--- config.mk ---
export PLATFORM = sky130hd
export DESIGN_NAME = bgc_regs
export DESIGN_NICKNAME = d
export VERILOG_FILES = /design/src/hw/bgc_pkg.sv /design/src/hw/bgc_mem.sv /design/src/hw/bgc_regs.sv
export SDC_FILE = /design/constraint.sdc
export NUM_CORES = 2
export LEC_CHECK = 0
export BUFFER_PORTS_ARGS = -buffer_cell sky130_fd_sc_hd__clkbuf_2
export CAP_MARGIN = 15
export CORE_ASPECT_RATIO = 0.7
export CORE_MARGIN = 8
export CORE_UTILIZATION = 50
export CTS_CLUSTER_DIAMETER = 60
export DETAILED_ROUTE_END_ITERATION = 7
export PLACE_DENSITY = 0.68
export SLEW_MARGIN = 20
export SYNTH_ARGS = -nofsm -noshare
export SYNTH_HDL_FRONTEND = slang
export SYNTH_HIERARCHICAL = 1
export SYNTH_SLANG_ARGS = --single-unit
--- constraint.sdc ---
create_clock -name clock -period 11.04 [get_ports clock]
set_input_delay 0.552 -clock clock [delete_from_list [all_inputs] [get_ports clock]]
set_output_delay 0.552 -clock clock [all_outputs]
set_load 0.01 [all_outputs]
--- src/hw/bgc_pkg.sv ---
// Constants shared by the battery gauge counter register bank
package bgc_pkg;
	// Decoded address space
	localparam logic [15:0] BGC_TOP_DECODED = 16'h011F;
	localparam logic [15:0] BGC_ALIAS_BASE = 16'h0120;
	localparam logic [7:0] BGC_ALIAS_LOW_MIN = 8'h20;
	localparam logic [7:0] BGC_RAM_BASE = 8'hE0;
	localparam logic [15:0] BGC_REG_BASE = 16'h0100;
	// Register offsets
	localparam logic [15:0] BGC_OFS_RESERVED = 16'h0100;
	localparam logic [15:0] BGC_OFS_PAGE_PROTECT = 16'h0101;
	localparam logic [15:0] BGC_OFS_TEMP_LOW = 16'h0102;
	localparam logic [15:0] BGC_OFS_TEMP_HIGH = 16'h0103;
	localparam logic [15:0] BGC_OFS_CLEAR = 16'h0104;
	localparam logic [15:0] BGC_OFS_MODE = 16'h0105;
	localparam logic [15:0] BGC_OFS_CHG_TIME_LOW = 16'h0106;
	localparam logic [15:0] BGC_OFS_CHG_TIME_HIGH = 16'h0107;
	localparam logic [15:0] BGC_OFS_DIS_TIME_LOW = 16'h0108;
	localparam logic [15:0] BGC_OFS_DIS_TIME_HIGH = 16'h0109;
	localparam logic [15:0] BGC_OFS_DRAIN_LOW = 16'h010A;
	localparam logic [15:0] BGC_OFS_DRAIN_HIGH = 16'h010B;
	localparam logic [15:0] BGC_OFS_CHG_CNT_LOW = 16'h010C;
	localparam logic [15:0] BGC_OFS_CHG_CNT_HIGH = 16'h010D;
	localparam logic [15:0] BGC_OFS_DIS_CNT_LOW = 16'h010E;
	localparam logic [15:0] BGC_OFS_DIS_CNT_HIGH = 16'h010F;
	// Clear control bit positions
	localparam int BGC_CLR_DIS = 0;
	localparam int BGC_CLR_CHG = 1;
	localparam int BGC_CLR_DRAIN = 2;
	localparam int BGC_CLR_DIS_TIME = 3;
	localparam int BGC_CLR_CHG_TIME = 4;
	localparam int BGC_CLR_STAT = 5;
	localparam int BGC_CLR_POR = 6;
	// Mode register bit positions
	localparam int BGC_SLEEP_WAKE_MODE_LSB = 1;
	localparam int BGC_MODE_SLOW_DIS = 4;
	localparam int BGC_MODE_SLOW_CHG = 5;
	localparam int BGC_MODE_SLEEP_EN = 6;
	// Reset values
	localparam logic [6:0] BGC_PROTECT_RESET = 7'h7F;
	localparam logic [2:0] BGC_WOE_RESET = 3'h7;
	localparam logic [15:0] BGC_COUNT_RESET = 16'h0000;
	// Timebase: one fast tick per 0.8789 s, 4096 per hour
	localparam int BGC_CLK_KHZ = 100_000;
	localparam int BGC_TICK_US = 878_900;
	localparam int BGC_TICK_CYCLES = BGC_TICK_US * (BGC_CLK_KHZ / 1000);
	localparam int BGC_WAKE_MS = 4000;
	localparam int BGC_WAKE_CYCLES = BGC_WAKE_MS * BGC_CLK_KHZ;
	// Slow rate 16 per hour: one step per 256 fast ticks
	localparam int BGC_SLOW_DIV_BITS = 8;
	// Fast ticks per hour, as a low-bit mask of the tick counter
	localparam logic [15:0] BGC_HOUR_MASK = 16'h0FFF;
	// Die temperature band edges, 0.25 K per count: 0,10,..,60 C
	localparam logic [15:0] BGC_T0C = 16'h0445;
	localparam logic [15:0] BGC_T10C = 16'h046D;
	localparam logic [15:0] BGC_T20C = 16'h0495;
	localparam logic [15:0] BGC_T30C = 16'h04BD;
	localparam logic [15:0] BGC_T40C = 16'h04E5;
	localparam logic [15:0] BGC_T50C = 16'h050D;
	localparam logic [15:0] BGC_T60C = 16'h0535;
endpackage : bgc_pkg

--- src/hw/bgc_mem.sv ---
// Flash and RAM byte store with registered read data
`timescale 1ns/1ps
`default_nettype none
module bgc_mem #(
	parameter int DEPTH = 256,
	parameter int WIDTH = 8
) (
	// Clock and reset
	input wire logic clock,
	input wire logic reset,
	// Write side
	input wire logic wr_en,
	input wire logic and_mode,
	input wire logic [$clog2(DEPTH)-1:0] addr,
	input wire logic [WIDTH-1:0] wdata,
	// Read side
	input wire logic rd_en,
	output logic [WIDTH-1:0] rdata
);
	logic [WIDTH-1:0] store [DEPTH];

	// Flash programming can only clear bits
	always_ff @(posedge clock) begin
		if (wr_en) begin
			if (and_mode) begin
				store[addr] <= store[addr] & wdata;
			end else begin
				store[addr] <= wdata;
			end
		end
	end

	always_ff @(posedge clock) begin
		if (reset) begin
			rdata <= '0;
		end else if (rd_en) begin
			rdata <= store[addr];
		end
	end
endmodule : bgc_mem
`default_nettype wire

--- src/hw/bgc_regs.sv ---
// Battery gauge counter register bank with address decode and memory
//
// Functional notes
// - Nothing is decoded above 0x011F within the base space.
// - Bytes 0x20-0xFF repeat every 256 bytes starting at 0x0120.
// - Host writes 1 to a clear bit; device zeroes that counter pair.
// - Clear bit drops back to 0 by itself once zeroing is done.
// - Bits 0..4 clear discharge, charge, self-drain, discharge-time, charge-time.
// - Zeroing discharge time clears slow-discharge flag and restores fast rate.
// - Zeroing charge time clears slow-charge flag and restores fast rate.
// - Discharge count steps per 3.05 uVh while negative input is higher. Here it steps on every discharge_step pulse; the sense inputs are not checked.
// - Charge count steps per 3.05 uVh while positive input is higher. Here it steps on every charge_step pulse; the sense inputs are not checked.
// - Charge, discharge, self-drain counts wrap past FFFF without a flag.
// - Self-drain counts by time and temperature, 1/8 h to 16/h.
// - Self-drain keeps counting in sleep; hourly 4 s maintenance wake.
// - Discharge time advances 4096 per hour while discharging.
// - Discharge time rollover sets slow-discharge flag; then 16 per hour.
// - Second discharge time rollover clears the slow-discharge flag.
// - Charge time same scheme: 4096/h, rollover flag, 16/h, flag toggles.
// - Slow-charge flag is mode bit 5, slow-discharge flag bit 4.
`timescale 1ns/1ps
`default_nettype none
module bgc_regs
	import bgc_pkg::*;
#(
	parameter int unsigned TICK_CYCLES = BGC_TICK_CYCLES,
	parameter int unsigned WAKE_CYCLES = BGC_WAKE_CYCLES
) (
	// Clock and reset
	input wire logic clock,
	input wire logic reset,
	// Byte access from the memory command engine
	input wire logic [15:0] acc_addr,
	input wire logic acc_wr,
	input wire logic [7:0] acc_wdata,
	input wire logic acc_rd,
	output logic [7:0] acc_rdata,
	output logic acc_rvalid,
	// Converter front end, asynchronous
	input wire logic charge_step,
	input wire logic discharge_step,
	input wire logic sense_positive_above,
	input wire logic sense_negative_above,
	// Temperature sensor and sleep control, same clock
	input wire logic [15:0] die_temperature,
	input wire logic sleep_active,
	// Mode outputs
	output logic sleep_enable,
	output logic [2:0] wake_threshold_sel,
	output logic maintenance_wake,
	// Open-drain status pin
	output logic stat_out,
	output logic stat_oe
);
	typedef enum logic [2:0] {
		BGC_SEL_NONE = 3'b001,
		BGC_SEL_MEM = 3'b010,
		BGC_SEL_REG = 3'b100
	} bgc_sel_t;

	// Counter pair step with zeroing taking priority
	function automatic logic [15:0] bump(input logic [15:0] v,
		input logic zero, input logic inc);
		if (zero) begin
			return BGC_COUNT_RESET;
		end else if (inc) begin
			return v + 16'h0001;
		end
		return v;
	endfunction : bump

	// Slow flag toggles on each rollover past FFFF
	function automatic logic next_slow(input logic flag, input logic zero,
		input logic adv, input logic [15:0] v);
		if (zero) begin
			return 1'b0;
		end else if (adv && v == 16'hFFFF) begin
			return ~flag;
		end
		return flag;
	endfunction : next_slow

	// Self-drain divider exponent from temperature band
	function automatic logic [2:0] drain_shift(input logic [15:0] t);
		if (t >= BGC_T60C) begin
			return 3'h0;
		end else if (t >= BGC_T50C) begin
			return 3'h1;
		end else if (t >= BGC_T40C) begin
			return 3'h2;
		end else if (t >= BGC_T30C) begin
			return 3'h3;
		end else if (t >= BGC_T20C) begin
			return 3'h4;
		end else if (t >= BGC_T10C) begin
			return 3'h5;
		end else if (t >= BGC_T0C) begin
			return 3'h6;
		end
		return 3'h7;
	endfunction : drain_shift

	logic [3:0] sync1_q;
	logic [3:0] sync2_q;
	logic [1:0] step_prev_q;
	logic chg_pulse;
	logic dis_pulse;
	logic charging;
	logic discharging;
	logic [31:0] tick_div_q;
	logic fast_tick;
	logic [15:0] tick_cnt_q;
	logic slow_step;
	logic [15:0] drain_mask;
	logic drain_adv;
	logic hour_mark;
	logic [31:0] wake_cnt_q;
	logic [15:0] dis_cnt_q;
	logic [15:0] chg_cnt_q;
	logic [15:0] drain_cnt_q;
	logic [15:0] dis_time_q;
	logic [15:0] chg_time_q;
	logic dis_time_adv;
	logic chg_time_adv;
	logic slow_dis_q;
	logic slow_chg_q;
	logic [4:0] clr_q;
	logic stat_q;
	logic por_q;
	logic sleep_en_q;
	logic [2:0] woe_q;
	logic [6:0] protect_q;
	logic [15:0] eff_addr;
	logic hit_mem;
	logic hit_reg;
	logic [7:0] reg_val;
	logic reg_wr;
	logic mem_wr;
	logic mem_rd;
	logic [7:0] mem_rdata;
	logic [7:0] reg_rdata_q;
	bgc_sel_t sel_q;
	logic rd1_q;
	logic [7:0] rdata_q;
	logic rvalid_q;

	// Front end pulses come from the converter domain
	always_ff @(posedge clock) begin
		if (reset) begin
			sync1_q <= 4'h0;
			sync2_q <= 4'h0;
			step_prev_q <= 2'h0;
		end else begin
			sync1_q <= {sense_negative_above, sense_positive_above,
				discharge_step, charge_step};
			sync2_q <= sync1_q;
			step_prev_q <= sync2_q[1:0];
		end
	end

	// Step inputs must stay high at least one clock to be seen
	assign chg_pulse = sync2_q[0] & ~step_prev_q[0];
	assign dis_pulse = sync2_q[1] & ~step_prev_q[1];
	assign charging = sync2_q[2] & ~sync2_q[3];
	assign discharging = sync2_q[3] & ~sync2_q[2];

	// Internal timebase, one fast tick per 0.8789 s
	always_ff @(posedge clock) begin
		if (reset) begin
			tick_div_q <= 32'h0;
		end else if (fast_tick) begin
			tick_div_q <= 32'h0;
		end else begin
			tick_div_q <= tick_div_q + 32'h1;
		end
	end

	assign fast_tick = (tick_div_q == TICK_CYCLES - 32'h1);

	always_ff @(posedge clock) begin
		if (reset) begin
			tick_cnt_q <= 16'h0;
		end else if (fast_tick) begin
			tick_cnt_q <= tick_cnt_q + 16'h1;
		end
	end

	// One slow step every 256 fast ticks gives 16 per hour
	assign slow_step = (tick_cnt_q[BGC_SLOW_DIV_BITS-1:0] == '0);
	assign drain_mask = (16'h0100 << drain_shift(die_temperature)) - 16'h0001;
	assign drain_adv = fast_tick && ((tick_cnt_q & drain_mask) == 16'h0);
	assign hour_mark = fast_tick && ((tick_cnt_q & BGC_HOUR_MASK) == 16'h0);

	// Timebase and self-drain run on regardless of sleep
	always_ff @(posedge clock) begin
		if (reset) begin
			wake_cnt_q <= 32'h0;
		end else if (hour_mark && sleep_active) begin
			wake_cnt_q <= WAKE_CYCLES;
		end else if (wake_cnt_q != 32'h0) begin
			wake_cnt_q <= wake_cnt_q - 32'h1;
		end
	end

	always_ff @(posedge clock) begin
		if (reset) begin
			maintenance_wake <= 1'b0;
		end else begin
			maintenance_wake <= (hour_mark && sleep_active) ||
				(wake_cnt_q > 32'h1);
		end
	end

	// Coulomb and self-drain counters wrap silently
	always_ff @(posedge clock) begin
		if (reset) begin
			dis_cnt_q <= BGC_COUNT_RESET;
			chg_cnt_q <= BGC_COUNT_RESET;
			drain_cnt_q <= BGC_COUNT_RESET;
		end else begin
			dis_cnt_q <= bump(dis_cnt_q, clr_q[BGC_CLR_DIS],
				dis_pulse);
			chg_cnt_q <= bump(chg_cnt_q, clr_q[BGC_CLR_CHG],
				chg_pulse);
			drain_cnt_q <= bump(drain_cnt_q, clr_q[BGC_CLR_DRAIN],
				drain_adv);
		end
	end

	// Time counters drop to 16 per hour while their slow flag is set
	assign dis_time_adv = discharging && fast_tick &&
		(!slow_dis_q || slow_step);
	assign chg_time_adv = charging && fast_tick &&
		(!slow_chg_q || slow_step);

	always_ff @(posedge clock) begin
		if (reset) begin
			dis_time_q <= BGC_COUNT_RESET;
			slow_dis_q <= 1'b0;
		end else begin
			dis_time_q <= bump(dis_time_q, clr_q[BGC_CLR_DIS_TIME],
				dis_time_adv);
			slow_dis_q <= next_slow(slow_dis_q, clr_q[BGC_CLR_DIS_TIME],
				dis_time_adv, dis_time_q);
		end
	end

	always_ff @(posedge clock) begin
		if (reset) begin
			chg_time_q <= BGC_COUNT_RESET;
			slow_chg_q <= 1'b0;
		end else begin
			chg_time_q <= bump(chg_time_q, clr_q[BGC_CLR_CHG_TIME],
				chg_time_adv);
			slow_chg_q <= next_slow(slow_chg_q, clr_q[BGC_CLR_CHG_TIME],
				chg_time_adv, chg_time_q);
		end
	end

	// Address decode, aliases fold onto the low page
	always_comb begin
		eff_addr = acc_addr;
		hit_mem = 1'b0;
		hit_reg = 1'b0;
		if (acc_addr < BGC_REG_BASE) begin
			hit_mem = 1'b1;
		end else if (acc_addr <= BGC_TOP_DECODED) begin
			hit_reg = 1'b1;
		end else if (acc_addr[7:0] >= BGC_ALIAS_LOW_MIN) begin
			eff_addr = {8'h00, acc_addr[7:0]};
			hit_mem = 1'b1;
		end
	end

	// Alias writes really land in memory, so a stray host write corrupts it
	assign mem_wr = acc_wr && hit_mem;
	assign mem_rd = acc_rd && hit_mem;
	assign reg_wr = acc_wr && hit_reg;

	// Clear bits live one cycle: set by host, gone once counters are zero
	always_ff @(posedge clock) begin
		if (reset) begin
			clr_q <= 5'h00;
		end else if (reg_wr && acc_addr == BGC_OFS_CLEAR) begin
			clr_q <= acc_wdata[BGC_CLR_CHG_TIME:BGC_CLR_DIS];
		end else begin
			clr_q <= 5'h00;
		end
	end

	always_ff @(posedge clock) begin
		if (reset) begin
			stat_q <= 1'b1;
			por_q <= 1'b1;
		end else if (reg_wr && acc_addr == BGC_OFS_CLEAR) begin
			stat_q <= acc_wdata[BGC_CLR_STAT];
			por_q <= acc_wdata[BGC_CLR_POR];
		end
	end

	always_ff @(posedge clock) begin
		if (reset) begin
			sleep_en_q <= 1'b1;
			woe_q <= BGC_WOE_RESET;
		end else if (reg_wr && acc_addr == BGC_OFS_MODE) begin
			sleep_en_q <= acc_wdata[BGC_MODE_SLEEP_EN];
			woe_q <= acc_wdata[BGC_SLEEP_WAKE_MODE_LSB+:3];
		end
	end

	// Protection bits can only be cleared, like flash
	always_ff @(posedge clock) begin
		if (reset) begin
			protect_q <= BGC_PROTECT_RESET;
		end else if (reg_wr && acc_addr == BGC_OFS_PAGE_PROTECT) begin
			protect_q <= protect_q & acc_wdata[6:0];
		end
	end

	// Register read value; reserved and empty locations read zero
	always_comb begin
		reg_val = 8'h00;
		if (acc_addr == BGC_OFS_RESERVED) begin
			reg_val = 8'h00;
		end else if (acc_addr == BGC_OFS_PAGE_PROTECT) begin
			reg_val = {1'b0, protect_q};
		end else if (acc_addr == BGC_OFS_TEMP_LOW) begin
			reg_val = die_temperature[7:0];
		end else if (acc_addr == BGC_OFS_TEMP_HIGH) begin
			reg_val = die_temperature[15:8];
		end else if (acc_addr == BGC_OFS_CLEAR) begin
			reg_val = {1'b0, por_q, stat_q, clr_q};
		end else if (acc_addr == BGC_OFS_MODE) begin
			reg_val = {1'b0, sleep_en_q, slow_chg_q, slow_dis_q,
				woe_q, 1'b0};
		end else if (acc_addr == BGC_OFS_CHG_TIME_LOW) begin
			reg_val = chg_time_q[7:0];
		end else if (acc_addr == BGC_OFS_CHG_TIME_HIGH) begin
			reg_val = chg_time_q[15:8];
		end else if (acc_addr == BGC_OFS_DIS_TIME_LOW) begin
			reg_val = dis_time_q[7:0];
		end else if (acc_addr == BGC_OFS_DIS_TIME_HIGH) begin
			reg_val = dis_time_q[15:8];
		end else if (acc_addr == BGC_OFS_DRAIN_LOW) begin
			reg_val = drain_cnt_q[7:0];
		end else if (acc_addr == BGC_OFS_DRAIN_HIGH) begin
			reg_val = drain_cnt_q[15:8];
		end else if (acc_addr == BGC_OFS_CHG_CNT_LOW) begin
			reg_val = chg_cnt_q[7:0];
		end else if (acc_addr == BGC_OFS_CHG_CNT_HIGH) begin
			reg_val = chg_cnt_q[15:8];
		end else if (acc_addr == BGC_OFS_DIS_CNT_LOW) begin
			reg_val = dis_cnt_q[7:0];
		end else if (acc_addr == BGC_OFS_DIS_CNT_HIGH) begin
			reg_val = dis_cnt_q[15:8];
		end
	end

	bgc_mem #(
		.DEPTH(256),
		.WIDTH(8)
	) u_mem (
		.clock(clock),
		.reset(reset),
		.wr_en(mem_wr),
		.and_mode(eff_addr[7:0] < BGC_RAM_BASE),
		.addr(eff_addr[7:0]),
		.wdata(acc_wdata),
		.rd_en(mem_rd),
		.rdata(mem_rdata)
	);

	// Two-stage read so the output byte always comes from a flop
	always_ff @(posedge clock) begin
		if (reset) begin
			reg_rdata_q <= 8'h00;
			sel_q <= BGC_SEL_NONE;
			rd1_q <= 1'b0;
		end else begin
			rd1_q <= acc_rd;
			reg_rdata_q <= reg_val;
			if (acc_rd && hit_mem) begin
				sel_q <= BGC_SEL_MEM;
			end else if (acc_rd && hit_reg) begin
				sel_q <= BGC_SEL_REG;
			end else begin
				sel_q <= BGC_SEL_NONE;
			end
		end
	end

	always_ff @(posedge clock) begin
		if (reset) begin
			rdata_q <= 8'h00;
			rvalid_q <= 1'b0;
		end else begin
			rvalid_q <= rd1_q;
			case (sel_q)
				BGC_SEL_MEM: begin
					rdata_q <= mem_rdata;
				end
				BGC_SEL_REG: begin
					rdata_q <= reg_rdata_q;
				end
				default: begin
					rdata_q <= 8'h00;
				end
			endcase
		end
	end

	assign acc_rdata = rdata_q;
	assign acc_rvalid = rvalid_q;
	assign sleep_enable = sleep_en_q;
	assign wake_threshold_sel = woe_q;
	// Pin pulls low while the status bit is 0
	assign stat_out = 1'b0;
	assign stat_oe = ~stat_q;
endmodule : bgc_regs
`default_nettype wire

Yosys cells after proc, flatten, opt, wreduce, memory -nomap -nowiden
Memories as Yosys holds them, arrays and structs flattened.
Index checks and enable logic that the tools add are counted.
{"block": "word_totals", "wordCells": 205, "memories": 1, "regBits": 220, "mem_bits_rw": 2048}
{"memory": "u_mem.store", "depth": 256, "width": 8, "read_ports": 1, "rd_clocked_by_memory_dff": 0, "write_ports": 1, "line_no": "bgc_mem.sv:20", "source": "logic [WIDTH-1:0] store [DEPTH];"}
{"block": "classes", "n_shift": 1, "reduce_logical": 32, "muxes": 84, "eq_ne": 21, "order_cmp": 12, "add_sub_neg": 9, "bitwise": 16}
{"cell": "16-bit by 9-bit == test with 1-bit output (second input constant)", "count": 16}
{"cell": "16-bit two-way mux", "count": 10}
{"cell": "8-bit two-way mux", "count": 17}
{"cell": "16-bit by 11-bit greater-or-equal comparator with 1-bit output (second input constant)", "count": 7}
{"cell": "16-bit by 1-bit adder with 16-bit output (second input constant)", "count": 6}
{"cell": "29-bit two-way mux", "count": 2}
{"cell": "1-bit two-way mux", "count": 43}
{"cell": "32-bit by 1-bit adder with 32-bit output (second input constant)", "count": 1}
{"cell": "16-bit == test (second input constant)", "count": 2}
{"cell": "32-bit by 27-bit == test with 1-bit output (second input constant)", "count": 1}
{"cell": "32-bit by 1-bit > comparator with 1-bit output (second input constant)", "count": 1}
{"cell": "16-bit zero test", "count": 2}
{"cell": "32-bit nonzero test", "count": 1}
{"cell": "32-bit by 1-bit subtractor with 32-bit output (second input constant)", "count": 1}
{"cell": "3-bit two-way mux", "count": 9}
{"cell": "16-bit bitwise AND", "count": 1}
{"cell": "16-bit by 9-bit less-or-equal comparator with 1-bit output (second input constant)", "count": 1}
{"cell": "1-bit logical AND", "count": 16}
{"cell": "16-bit by 9-bit less-than comparator with 1-bit output (second input constant)", "count": 1}
{"cell": "8-bit one-hot mux with 2 select lines", "count": 1}
{"cell": "9-bit by 3-bit << shifter with 16-bit output (first input constant)", "count": 1}
{"cell": "16-bit by 1-bit subtractor with 16-bit output (second input constant)", "count": 1}
{"cell": "2-bit OR reduction", "count": 5}
{"cell": "8-bit bitwise AND", "count": 1}
{"cell": "other kinds (15)", "count": 28}

Depth between registers and ports, before layout
{"block": "depth", "word_depth": 17, "depth_mapped": 15, "ltp_nobuf": 13}

Cells and area by module
The synthesis kept the hierarchy.
{"module": "bgc_mem", "cells_each": 3896, "area_per_inst_um2": 79927.9, "n_inst": 1}
{"module": "bgc_regs", "cells_each": 1225, "area_per_inst_um2": 10161.0, "n_inst": 1}

Least setup slack after synthesis
No wires, ideal clock.
{"block": "synth_path", "kind": "input to register", "startpoint": "in acc_addr[2]", "endpoint": "mem u_mem.store[0][6], data pin", "required_time_ns": 9.504, "path_stages": 8, "setup_time_ns": 1.536, "slack_ns": 0.610, "t_arrival_ns": 8.893, "path_buffers": 3, "cell_sequence": "buf_2 buf_2 buf_2 nor4b_1 a31oi_1 nand4_1 o32ai_2 a21boi_1"}
{"block": "synth_via", "elab_chain_len": 8}
{"item": "from (decl)", "line_no": "bgc_regs.sv:33", "source": "input wire logic [15:0] acc_addr,"}
{"item": "branches (longest 7 deep; another with 16-bit by 9-bit less-than comparator with 1-bit output)"}
{"item": "8-bit two-way mux (no line) *"}
{"item": "to (decl)", "line_no": "bgc_mem.sv:20"}
Every way passes the cells marked *.

Worst setup path in the final report
{"block": "layout_path", "startpoint": "in acc_addr[0]", "endpoint": "mem u_mem.store[217][2], data pin"}
The elaborated chain is that of the path after synthesis.

==> results.cfg <==
[die]
initial_core_util = 0.503
rows = 130
die_area_um2 = 194000
ios = 65
die_h_um = 371
fp.dieW_um = 523
design.core.area_um2 = 179000

[sta]
rsz0062_at_grt = false
fmax_ghz = 0.177
setup_tns_ps = 0
finalClockSkew_ps = 38.7
hold_viol = 0
slew_headroom = 0.195
finalCriticalPeriod_ps = 5640
drv_slew = 0
setup_violations = 0
worstMarginPinSlew_ps = 1210
timing.final.crit_share = 0.511

[cells_and_area]
seq_area_um2 = 65900
fin_nets = 5244
layout_common_cells = edfxtp_1, nor2_1, mux4_2
fin_util = 0.554
final_common_cell = edfxtp_1
fillers = 13600
area_growth_pct = 10.3
drive_above_1_share = 0.172
multi_input_area_um2 = 22900

[critical_path]
crit_type = in -> reg
critPathMaxStageDelay_ps = 940
critPathBufInv = 4
cp-end-kind = flip-flop
required_ps = 11450
r2r-start = u_mem/store[59][2]$_DFFE_PP_
critPathMaxFanout = 96
path_delay_family = buffers and inverters
startpoint_type = input port
arrival_ps = 6060
cp_slowest_cell = nor3_1
cp_common_cell = buf_4
path_cells = buf_8 -> buf_12 -> mux4_2 -> mux2i_1 -> o2111ai_1 -> nor3_1 -> nand4_1 -> o31ai_1 -> a21boi_4 -> buf_4 -> buf_4
startpoint = acc_addr[0]

[drt]
drt_iter0_drc = 6415
wl_per_cell_um = 29.4
antenna_left = 0
drc = 0
totalWireLength_mm = 227
vias_per_cell = 6.40
first_pass_iters = 7
vias = 49500

[logic_synthesis]
syn_nets = 5182
ys_warn_count = 6
synth.top_cells.by_area = edfxtp_1, mux4_2, dfxtp_1, mux2i_1, nor2_1
synth-edff-count = 2048
syn-cell-area_um2 = 90100
yosys.area.top_type = edfxtp_1
synth_cell_type_count = 81
synth_area_per_cell_um2 = 17.6
seq_area_frac_synth = 0.731
synth.top_cell.area_share = 0.683
synthFlopType = edfxtp_1
netlist_instances = 5121
synthArstFlopShare = 0
ys_seq_elements = 2267

[placement]
io_buffers = 63
place_congestion = 0.916
place_hpwl_mm = 139

[power_and_ir_drop]
p_per_area_nw_per_um2 = 179
peakVddDrop_mv = 0.176
power.leakage_nw = 31.7
p_total_w = 0.0178

[run_status]
status = finished, final reports clean

[clock_network]
clkLatencyLatePin_ps = 850
cts_resized = 0
cts_sinks = 2267
path_clk_slew_ps = 60
clock_path_buffers = 3
clockRootBuffer = clkbuf_16
cts-buffers-inserted = 198
cts_tree = done
post_cts_buffers = 0
cts_max_level = 4

[hold_path]
hold_start = acc_wdata[6]
hp-class = in -> reg

[grt]
grt-ovfl-total = 0
grt_pass1_vias = 46900
gr-usage-all-layers = 0.229
antenna_found_initial = 4
grt_max_degree = 233
grt_pass1_wl_mm = 329

[flow_run]
cap_violations = 0
## where the power goes
group / total, W / switching [W] / leakage (nW) / internal [W]
Sequential: 0.00962 / 0.0000612 / 20.5 / 0.00956
Clock: 0.00689 / 0.00312 / 3.11 / 0.00377
Combinational: 0.00130 / 0.000874 / 8.09 / 0.000424
## cell usage after synthesis, drive strengths merged (13+ instances only)
| cell type | count |
|---|---|
| a21oi | 90 |
| a221oi | 19 |
| a22o | 15 |
| a22oi | 123 |
| a31oi | 43 |
| and2 | 16 |
| and3 | 41 |
| buf | 152 |
| clkbuf | 144 |
| dfxtp | 219 |
| edfxtp | 2048 |
| inv | 25 |
| mux2 | 45 |
| mux2i | 265 |
| mux4 | 399 |
| nand2 | 142 |
| nand2b | 29 |
| nand3 | 162 |
| nand3b | 16 |
| nand4 | 52 |
| nor2 | 452 |
| nor2b | 42 |
| nor3 | 52 |
| nor4 | 28 |
| o21ai | 65 |
| o22ai | 76 |
| o31ai | 25 |
| or2 | 13 |
| or3 | 35 |
| or4 | 29 |
| xnor2 | 60 |
| xor2 | 58 |
## worst reg2reg max path, cell delays in order (launching register included)
cell and delay, ps:
edfxtp_1 380, mux4_2 470, mux2i_1 500, o2111ai_1 200, nor3_1 940, nand4_1 460
o31ai_1 300, a21boi_4 150, buf_4 410, buf_4 590
## kinds of logic (layout without fill, tap and decap cells)
logic type,count (synthesis),in the layout,synth area share
adders and majority gates,12,12,0.00167
and+or+nand+nor,1141,1141,0.0617
DFF,2267,2267,0.731
xor gates and xnor gates,118,118,0.0115
muxes,709,709,0.135
other,1,3,0.0000416
AOI/OAI and AO/OA,551,551,0.0418
buffers and inverters,322,555,0.0172
## routing by layer
metal  up-vias  routed length [um]  GRT usage
met5         -                  25          0
met4         4                7620     0.0742
met3       397               25000     0.0580
met2      2671               96900      0.321
met1     25700               97400      0.351
li1      20700                   -          -
## area by class of cell
cell class              count  area share
diodes                      2   0.0000504
clock buffers             254      0.0528
clock inverters           117      0.0112
inverters                  26    0.000982
multi-input cells        2532       0.230
flip-flops and latches   2267       0.663
well taps                2376      0.0299
repair buffers            158      0.0122
## sequential cells by signal (all words and copies together) (netlist names), 4 cells and up
name,cells
protect_q,7
sync2_q,4
dis_cnt_q,16
dis_time_q,16
u_mem/store,2048
drain_cnt_q,16
chg_time_q,16
acc_rdata,8
reg_rdata_q,8
clr_q,5
wake_cnt_q,32
sync1_q,4
u_mem/rdata,8
tick_cnt_q,15
tick_div_q,32
chg_cnt_q,16
## what timing repair did
| item | in CTS | in global routing |
|---|---|---|
| hold buffers | 6 | 0 |
| hold endpoints to repair | 6 | 0 |
| endpoints found under the setup margin | 0 | 0 |
## final timing paths
| check | endpoint | slack, ps | cells after the start |
|---|---|---|---|
| hold reg to reg | sync2_q[0]$_SDFF_PP0_ | 440 | 1 |
| setup / recovery | u_mem/store[217][2]$_DFFE_PP_ | 5400 | 11 |
| setup reg to reg | u_mem/store[217][2]$_DFFE_PP_ | 6130 | 9 |
| hold / removal | por_q$_SDFFE_PP1P_ | 70 | 2 |
## per-stage QoR
stage	hold WS, ps	worst slack (ps)	instances	instance area (um^2)
floorplan	413	610	5121	90100
CTS	7.41	5270	7728	99300
finish	66.3	5400	7732	99400
global placement	417	4620	7351	92900
detailed placement	420	4400	7351	92900
global route	31.0	5300	7730	99400
No activity file was read; power rests on OpenSTA's default activity.
